$ cat config.mk
export PLATFORM = sky130hd
export DESIGN_NAME = nibble_alu_move_datapath
export DESIGN_NICKNAME = d
export VERILOG_FILES = /design/src/hdl/nibble_alu_pkg.sv /design/src/hdl/nibble_alu_move_datapath.sv
export SDC_FILE = /design/constraint.sdc
export NUM_CORES = 2
export LEC_CHECK = 0
export ABC_AREA = 1
export BUFFER_PORTS_ARGS = -buffer_cell sky130_fd_sc_hd__buf_2
export CELL_PAD_IN_SITES_DETAIL_PLACEMENT = 1
export CELL_PAD_IN_SITES_GLOBAL_PLACEMENT = 1
export CORE_ASPECT_RATIO = 1.1
export CORE_MARGIN = 5
export CORE_UTILIZATION = 41
export DETAILED_ROUTE_END_ITERATION = 6
export GPL_ROUTABILITY_DRIVEN = 0
export PLACE_DENSITY = 0.8
export RECOVER_POWER = 25
export SYNTH_ARGS = -nofsm -noshare
export SYNTH_HDL_FRONTEND = slang
export SYNTH_SLANG_ARGS = --single-unit
$ cat constraint.sdc
create_clock -name CLOCK -period 18.2 [get_ports CLOCK]
set_input_delay 2.73 -clock CLOCK [delete_from_list [all_inputs] [get_ports CLOCK]]
set_output_delay 2.73 -clock CLOCK [all_outputs]
set_load 0.1 [all_outputs]
$ cat src/hdl/nibble_alu_pkg.sv
// Shared constants, operation codes and carrier types of the nibble datapath.
package nibble_alu_pkg;

    // Data memory geometry.
    localparam int          ADDR_W          = 7;
    localparam int          MEM_DEPTH       = 128;
    localparam int          NIB_W           = 4;

    // Working registers start at this data memory address.
    localparam logic [6:0]  WORK_BASE_ADDR  = 7'h70;

    // Values after reset.
    localparam logic [3:0]  ACC_RESET       = 4'h0;
    localparam logic        CARRY_RESET     = 1'b0;
    localparam logic [6:0]  PTR_RESET       = 7'h00;
    localparam logic [3:0]  MEM_RESET       = 4'h0;

    // Field positions of the flags nibble.
    localparam int          FLAG_CARRY_BIT  = 3;
    localparam int          FLAG_ZERO_BIT   = 2;

    // Fill values and constant operands.
    localparam logic        FILL_ZERO       = 1'b0;
    localparam logic        FILL_ONE        = 1'b1;
    localparam logic [3:0]  NIB_ONE         = 4'h1;
    localparam logic [3:0]  NIB_ALL_ONES    = 4'hF;
    localparam logic [3:0]  NIB_ZERO        = 4'h0;
    localparam logic [6:0]  PTR_STEP        = 7'h01;

    // Operation codes issued by the instruction decoder.
    typedef enum logic [4:0] {
        OP_NOP              = 5'h00,
        OP_MEM_TO_WORK      = 5'h01,
        OP_MEM_TO_IDX       = 5'h02,
        OP_WORK_TO_MEM      = 5'h03,
        OP_IDX_TO_MEM       = 5'h04,
        OP_SHR_ZERO         = 5'h05,
        OP_SHR_ONE          = 5'h06,
        OP_SHL_ZERO         = 5'h07,
        OP_SHL_ONE          = 5'h08,
        OP_BIT3_TO_CARRY    = 5'h09,
        OP_FLAGS_TO_MEM     = 5'h0A,
        OP_INC_DIR          = 5'h0B,
        OP_INC_IDX          = 5'h0C,
        OP_DEC_DIR          = 5'h0D,
        OP_DEC_IDX          = 5'h0E,
        OP_ADC_DIR          = 5'h0F,
        OP_ADC_DIR_STORE    = 5'h10,
        OP_ADC_IDX          = 5'h11,
        OP_ADC_IDX_STORE    = 5'h12,
        OP_SBC_DIR          = 5'h13,
        OP_SBC_DIR_STORE    = 5'h14,
        OP_SBC_IDX          = 5'h15,
        OP_SBC_IDX_STORE    = 5'h16
    } op_code_t;

    // One instruction as handed over by the decoder.
    typedef struct packed {
        op_code_t    code;
        logic [6:0]  direct_addr;
        logic [3:0]  work_reg_index;
        logic        auto_inc;
    } op_req_t;

    // Pointer load request from the decoder.
    typedef struct packed {
        logic        load;
        logic [6:0]  value;
    } ptr_load_t;

endpackage

$ cat src/hdl/nibble_alu_move_datapath.sv
// Nibble accumulator datapath with its data memory, index pointer and carry flag.
// How it works
// - Working register index n addresses data memory at n plus 70H.
// - Memory-to-work move copies the direct nibble to accumulator and working register.
// - Memory-to-indexed move copies the direct nibble to accumulator and pointed location.
// - Reverse moves copy working or pointed nibble to accumulator and direct location.
// - Auto-increment forms add one to the index pointer after the operation.
// - Right shifts move bits toward bit 0, fill bit 3, write memory and accumulator.
// - Left shifts move bits toward bit 3, fill bit 0, write memory and accumulator.
// - Bit-to-carry copies bit 3 of the direct nibble into the carry flag.
// - Flags-to-memory writes carry in bit 3, zero flag in bit 2, zeros below.
// - Direct increment writes nibble plus one to memory and accumulator, updates carry.
// - Indexed increment writes pointed nibble plus one back and to accumulator.
// - Direct decrement writes nibble minus one to memory and accumulator, updates carry.
// - Indexed decrement writes pointed nibble minus one back and to accumulator.
// - Direct add-with-carry puts memory plus accumulator plus carry into accumulator only.
// - Storing direct add-with-carry also writes the sum to the direct location.
// - Indexed add-with-carry puts pointed nibble plus accumulator plus carry in accumulator.
// - Storing indexed add-with-carry also writes the sum to the pointed location.
// - Direct subtract-with-borrow adds inverted accumulator and carry; storing form writes memory.
// - Indexed subtract-with-borrow does the same on the pointed nibble, may auto-increment.
`timescale 1ns/10ps
`default_nettype none

module nibble_alu_move_datapath
    import nibble_alu_pkg::*;
(
    // Clock and reset
    input  wire logic        CLOCK,
    input  wire logic        RESET,
    // Instruction from the decoder
    input  wire logic        OP_VALID,
    input  wire op_req_t     OP_REQ,
    input  wire ptr_load_t   PTR_LOAD,
    // Data memory read port for the rest of the core
    input  wire logic [6:0]  MEM_RD_ADDR,
    output logic      [3:0]  MEM_RD_DATA,
    // Datapath state
    output logic      [3:0]  RESULT_NIBBLE,
    output logic             CARRY_FLAG,
    output logic      [6:0]  INDEX_POINTER,
    output logic             OP_DONE
);

    typedef struct packed {
        logic [MEM_DEPTH-1:0][NIB_W-1:0] mem;
        logic [3:0]                      result_nibble_reg;
        logic                            carry_flag;
        logic [6:0]                      index_pointer;
        logic [3:0]                      rd_data;
        logic                            done;
    } state_t;

    state_t      st_r;
    state_t      st_nxt;

    logic [3:0]  dir_val;
    logic [3:0]  ptr_val;
    logic [3:0]  work_val;
    logic [6:0]  work_addr;
    logic [3:0]  alu_a;
    logic [3:0]  alu_b;
    logic        alu_cin;
    logic [4:0]  alu_sum;
    logic [3:0]  res;
    logic [6:0]  wr_addr;
    logic        wr_en;
    logic        use_alu;
    logic        upd_carry;
    logic        indexed;

    function automatic logic [6:0] work_to_addr(input logic [3:0] idx);
        work_to_addr = WORK_BASE_ADDR + {3'b000, idx};
    endfunction

    assign work_addr = work_to_addr(OP_REQ.work_reg_index);
    assign dir_val   = st_r.mem[OP_REQ.direct_addr];
    assign ptr_val   = st_r.mem[st_r.index_pointer];
    assign work_val  = st_r.mem[work_addr];
    // Carry out of bit 3 is the fifth bit of the sum; for subtraction it means no borrow.
    assign alu_sum   = {1'b0, alu_a} + {1'b0, alu_b} + {4'b0000, alu_cin};

    // The whole operation is decoded and settled within one cycle, so back to back ops see fresh data.
    always_comb
    begin
        alu_a     = dir_val;
        alu_b     = NIB_ZERO;
        alu_cin   = 1'b0;
        use_alu   = 1'b0;
        upd_carry = 1'b0;
        res       = dir_val;
        wr_addr   = OP_REQ.direct_addr;
        wr_en     = 1'b0;
        indexed   = 1'b0;
        case (OP_REQ.code)
            OP_MEM_TO_WORK:
            begin
                wr_addr = work_addr;
                wr_en   = 1'b1;
            end
            OP_MEM_TO_IDX:
            begin
                wr_addr = st_r.index_pointer;
                wr_en   = 1'b1;
                indexed = 1'b1;
            end
            OP_WORK_TO_MEM:
            begin
                res   = work_val;
                wr_en = 1'b1;
            end
            OP_IDX_TO_MEM:
            begin
                res     = ptr_val;
                wr_en   = 1'b1;
                indexed = 1'b1;
            end
            OP_SHR_ZERO:
            begin
                res   = {FILL_ZERO, dir_val[3:1]};
                wr_en = 1'b1;
            end
            OP_SHR_ONE:
            begin
                res   = {FILL_ONE, dir_val[3:1]};
                wr_en = 1'b1;
            end
            OP_SHL_ZERO:
            begin
                res   = {dir_val[2:0], FILL_ZERO};
                wr_en = 1'b1;
            end
            OP_SHL_ONE:
            begin
                res   = {dir_val[2:0], FILL_ONE};
                wr_en = 1'b1;
            end
            OP_FLAGS_TO_MEM:
            begin
                res                 = NIB_ZERO;
                res[FLAG_CARRY_BIT] = st_r.carry_flag;
                res[FLAG_ZERO_BIT]  = (st_r.result_nibble_reg == NIB_ZERO);
                wr_en               = 1'b1;
            end
            OP_INC_DIR, OP_INC_IDX:
            begin
                indexed   = (OP_REQ.code == OP_INC_IDX);
                alu_a     = indexed ? ptr_val : dir_val;
                alu_b     = NIB_ONE;
                use_alu   = 1'b1;
                upd_carry = 1'b1;
                wr_addr   = indexed ? st_r.index_pointer : OP_REQ.direct_addr;
                wr_en     = 1'b1;
            end
            OP_DEC_DIR, OP_DEC_IDX:
            begin
                // Minus one is added as all ones, so carry clear means the nibble was zero.
                indexed   = (OP_REQ.code == OP_DEC_IDX);
                alu_a     = indexed ? ptr_val : dir_val;
                alu_b     = NIB_ALL_ONES;
                use_alu   = 1'b1;
                upd_carry = 1'b1;
                wr_addr   = indexed ? st_r.index_pointer : OP_REQ.direct_addr;
                wr_en     = 1'b1;
            end
            OP_ADC_DIR, OP_ADC_DIR_STORE:
            begin
                alu_b     = st_r.result_nibble_reg;
                alu_cin   = st_r.carry_flag;
                use_alu   = 1'b1;
                upd_carry = 1'b1;
                wr_en     = (OP_REQ.code == OP_ADC_DIR_STORE);
            end
            OP_ADC_IDX, OP_ADC_IDX_STORE:
            begin
                alu_a     = ptr_val;
                alu_b     = st_r.result_nibble_reg;
                alu_cin   = st_r.carry_flag;
                use_alu   = 1'b1;
                upd_carry = 1'b1;
                indexed   = 1'b1;
                wr_addr   = st_r.index_pointer;
                wr_en     = (OP_REQ.code == OP_ADC_IDX_STORE);
            end
            OP_SBC_DIR, OP_SBC_DIR_STORE:
            begin
                alu_b     = ~st_r.result_nibble_reg;
                alu_cin   = st_r.carry_flag;
                use_alu   = 1'b1;
                upd_carry = 1'b1;
                wr_en     = (OP_REQ.code == OP_SBC_DIR_STORE);
            end
            OP_SBC_IDX, OP_SBC_IDX_STORE:
            begin
                alu_a     = ptr_val;
                alu_b     = ~st_r.result_nibble_reg;
                alu_cin   = st_r.carry_flag;
                use_alu   = 1'b1;
                upd_carry = 1'b1;
                indexed   = 1'b1;
                wr_addr   = st_r.index_pointer;
                wr_en     = (OP_REQ.code == OP_SBC_IDX_STORE);
            end
            default:
            begin
                // An undefined code keeps the accumulator, so it only pulses done.
                res = st_r.result_nibble_reg;
            end
        endcase
        if (use_alu)
        begin
            res = alu_sum[3:0];
        end
    end

    always_comb
    begin
        st_nxt         = st_r;
        st_nxt.done    = 1'b0;
        st_nxt.rd_data = st_r.mem[MEM_RD_ADDR];
        if (OP_VALID && OP_REQ.code != OP_NOP)
        begin
            st_nxt.done = 1'b1;
            if (OP_REQ.code == OP_BIT3_TO_CARRY)
            begin
                st_nxt.carry_flag = dir_val[3];
            end
            else
            begin
                st_nxt.result_nibble_reg = res;
                if (upd_carry)
                begin
                    st_nxt.carry_flag = alu_sum[4];
                end
            end
            if (wr_en)
            begin
                st_nxt.mem[wr_addr] = res;
            end
            // The pointer steps on the same edge as the write, which used the old pointer.
            if (indexed && OP_REQ.auto_inc)
            begin
                st_nxt.index_pointer = st_r.index_pointer + PTR_STEP;
            end
        end
        else if (PTR_LOAD.load)
        begin
            st_nxt.index_pointer = PTR_LOAD.value;
        end
    end

    always_ff @(posedge CLOCK or posedge RESET)
    begin
        if (RESET)
        begin
            st_r.mem               <= '{default: MEM_RESET};
            st_r.result_nibble_reg <= ACC_RESET;
            st_r.carry_flag        <= CARRY_RESET;
            st_r.index_pointer     <= PTR_RESET;
            st_r.rd_data           <= MEM_RESET;
            st_r.done              <= 1'b0;
        end
        else
        begin
            st_r <= st_nxt;
        end
    end

    assign MEM_RD_DATA   = st_r.rd_data;
    assign RESULT_NIBBLE = st_r.result_nibble_reg;
    assign CARRY_FLAG    = st_r.carry_flag;
    assign INDEX_POINTER = st_r.index_pointer;
    assign OP_DONE       = st_r.done;

    logic go;
    assign go = OP_VALID && OP_REQ.code != OP_NOP;
endmodule

`default_nettype wire

==> impl_metrics.toml <==
[setup_path]
rr_worst_depth = 23
crit_path_end_kind = "register"
crit_required_ns = 18.78
critical_path.max_fanout = 83
worstSetupPathType = "in -> reg"
cp-start-kind = "primary input"
reg2reg_setup_slack_ns = 10.97
critPathArrivalTime_ns = 9.90

[die]
num_rows = 116
dieArea_um2 = 98500
fp.dieW_um = 300
num_io_pins = 52
die_h_um = 329
core_area_um2 = 91300
start_util_pct = 41.4

[pwr]
pwr-share-seq_pct = 34.7
peakVddDrop_mv = 0.0891
clkPwrFrac_pct = 31.3
swShare_pct = 43.8
power_leakage_uw = 0.0203
power_density_nw_per_um2 = 104
switchingPower_uw = 1840
p_int_uw = 2360
pwr-share-comb_pct = 34.0
finalPower_uw = 4200

[sta]
fin_setup_tns_ns = 0
fin_skew_ns = 0.0473
setup_viol = 0
clock.fmax_mhz = 107
rsz0062_at_grt = "false"
tightestPinTransition_ns = 5.35
slew_headroom_pct = -257
hold_violations = 0
period_needed_ns = 9.32
holdWs_ns = 0.481
slew_viol_final = 157
fin_crit_sh_pct = 51.2

[routing]
antenna_left = 0
post-route-drc-count = 0
drt-initial-drc-count = 5232
vias = 45100
routed_wl_um = 184000
vias_per_cell = 6.17
wl_per_cell_um = 25.1
drt_pre_antenna_iters = 6

[cts]
insertion_delay_ns = 0.69
clkSinkCount = 529
clk_root_buffer_cell = "clkbuf_16"
htreeDepth = 2
post_cts_buffers = 0
cts.path.max_buffers = 3
cts_tree = "done"
ctsHoldBuffers = 0
post_cts_resized = 0
clk_pin_slew_worst_paths_ns = 0.07
cts_buffers = 60

[place]
dpl.hpwl_um = 117000
portBuffers = 51
postPlaceCellArea_um2 = 38500

[synthesis]
yosys_warnings = 0
synthXorXnorAreaFrac_pct = 0.0463
syn_nets = 6348
synth.most_common_cell = "nand2_1"
synth_top_area_cell = "dfrtp_1"
synth-edff-count = 0
ys.flop_type = "dfrtp_1"
synth-async-reset-ratio_pct = 100
netlist-cell-type-count = 42
netlist_area_um2 = 37800
syn_area_per_cell_um2 = 6.00
synthesis.instances = 6307
synth_compound_area_share_pct = 13.3
yosys.area_share.adder_pct = 0.238
ys_top_cells_by_count = "nand2_1, nand3_1, dfrtp_1, o21ai_0, nor2_1"
synth_top_family_by_area = "simple AND/OR/NAND/NOR gates"
yosys-top-cells-area = "dfrtp_1, nand2_1, nand3_1, o21ai_0, nor2_1"
synthMuxAreaShare_pct = 0.0595
synth_top_area_share_pct = 35.0
synth_seq_cells = 529
synthSimpleGateAreaFrac_pct = 42.4
yosysSeqAreaShare_pct = 35.0

[worst_hold_path]
hold_depth = 2
worst_hold_path_type = "reg -> reg"

[grt]
grt_antenna_before_repair = 5
grt_max_degree = 156
grt_pass1_wl_um = 277000
grt_overflow = 0
grt_pass1_vias = 45000
grt_use_total_pct = 36.1

[finish]
syn_to_final_growth_pct = 7.09
nets = 6119
drive_gt1_share_pct = 6.40
fillers = 12500
stdcell_area_um2 = 40500

[job]
drv_cap = 2

[run_status]
outcome = "finished, violations left"
violations = "capacitance limit, slew limit"
[registers in the layout (all words and copies together), names as in the netlist]
register / cells
CARRY_FLAG: 1
RESULT_NIBBLE: 4
OP_DONE: 1
INDEX_POINTER: 7
st_r: 512
MEM_RD_DATA: 4
[logic make-up (layout without fill, tap and decap cells)]
logic type | Yosys count | count (layout)
flip-flops | 529 | 529
buffers and inverters | 831 | 653
AND/OR/NAND/NOR | 4011 | 4011
AO/OA/AOI/OAI | 926 | 926
multiplexers | 2 | 2
XOR/XNOR | 2 | 2
other | 0 | 4
adder cells (fa/ha/maj) | 6 | 6
[power groups by stage]
stage,Combinational [uW],Sequential [uW],Clock (uW)
after floorplan,904,1400,0
after global placement,1330,1460,0
after detailed placement,1370,1470,0
after CTS,1370,1450,1330
after global routing,1510,1460,1370
final,1430,1460,1310
[metal layers]
metal	vias to the layer above	GRT usage [%]	part of all wire [%]
met3	814	8.81	11
met1	22000	44.8	38
met5	-	0	0.073
met4	4	25.2	8.6
li1	19700	-	-
met2	2663	55.3	43
[worst max-delay path: stages]
cell	delay (ns)
buf_8	0.21
inv_6	0.47
buf_4	0.91
buf_4	0.80
nand2_1	0.15
nand3_1	0.13
nand3_1	0.09
nand3_1	0.10
nand2_1	0.15
nand2_1	0.09
nand3_1	0.11
nand2_1	0.10
nand2_1	0.06
nand2_1	0.18
nand2_1	0.08
nand2_1	0.06
inv_1	0.05
fa_1	0.35
inv_1	0.11
fa_1	0.20
or2_2	0.11
nand3_1	0.12
nand2_4	0.36
buf_4	0.73
buf_4	0.81
nand2_1	0.17
nand2_1	0.13
[path summary, 6_finish.rpt]
path / start / to
setup / recovery: OP_REQ[5] / st_r[291]
hold / removal: st_r[371] / st_r[371]
setup reg to reg: INDEX_POINTER[1] / st_r[291]
hold reg to reg: st_r[371] / st_r[371]
max in group asynchronous: RESET / st_r[68]
min in group asynchronous: RESET / st_r[167]
[metrics by stage]
stage / instances / setup WS [ns] / utilization, %
finish: 7313 / 8.88 / 44.4
global route: 7309 / 8.77 / 44.4
CTS: 7309 / 9.23 / 44.4
detailed placement: 7196 / 8.65 / 42.1
global placement: 7196 / 8.82 / 42.1
floorplan: 6307 / 0.688 / -
[area by class of cell]
| class | count | area, um^2 | share of cell area, % |
|---|---|---|---|
| antenna | 4 | 10.0 | 0.0247 |
| clock buffer | 84 | 1720 | 4.25 |
| clock inverter | 29 | 340 | 0.840 |
| inverter | 415 | 1580 | 3.90 |
| multi-input combinational | 4947 | 21300 | 52.5 |
| sequential | 529 | 13200 | 32.7 |
| tap | 1180 | 1480 | 3.64 |
| timing repair buffer | 125 | 873 | 2.16 |
[placed cells by master (no fill, tap or decap), drive strengths merged, types with 7 or more instances in the layout]
cell,netlist,routed
a211oi,9,9
o221ai,26,26
nor3,12,12
a21oi,228,228
o211ai,38,38
o21ai,526,526
nand2,2846,2846
nor2,463,463
buf,157,121
clkinv,11,28
inv,404,406
dfrtp,529,529
o22ai,70,70
clkbuf,259,88
o31ai,7,7
a31oi,7,7
nand3,683,683
Power figures use the tool's default switching activity.
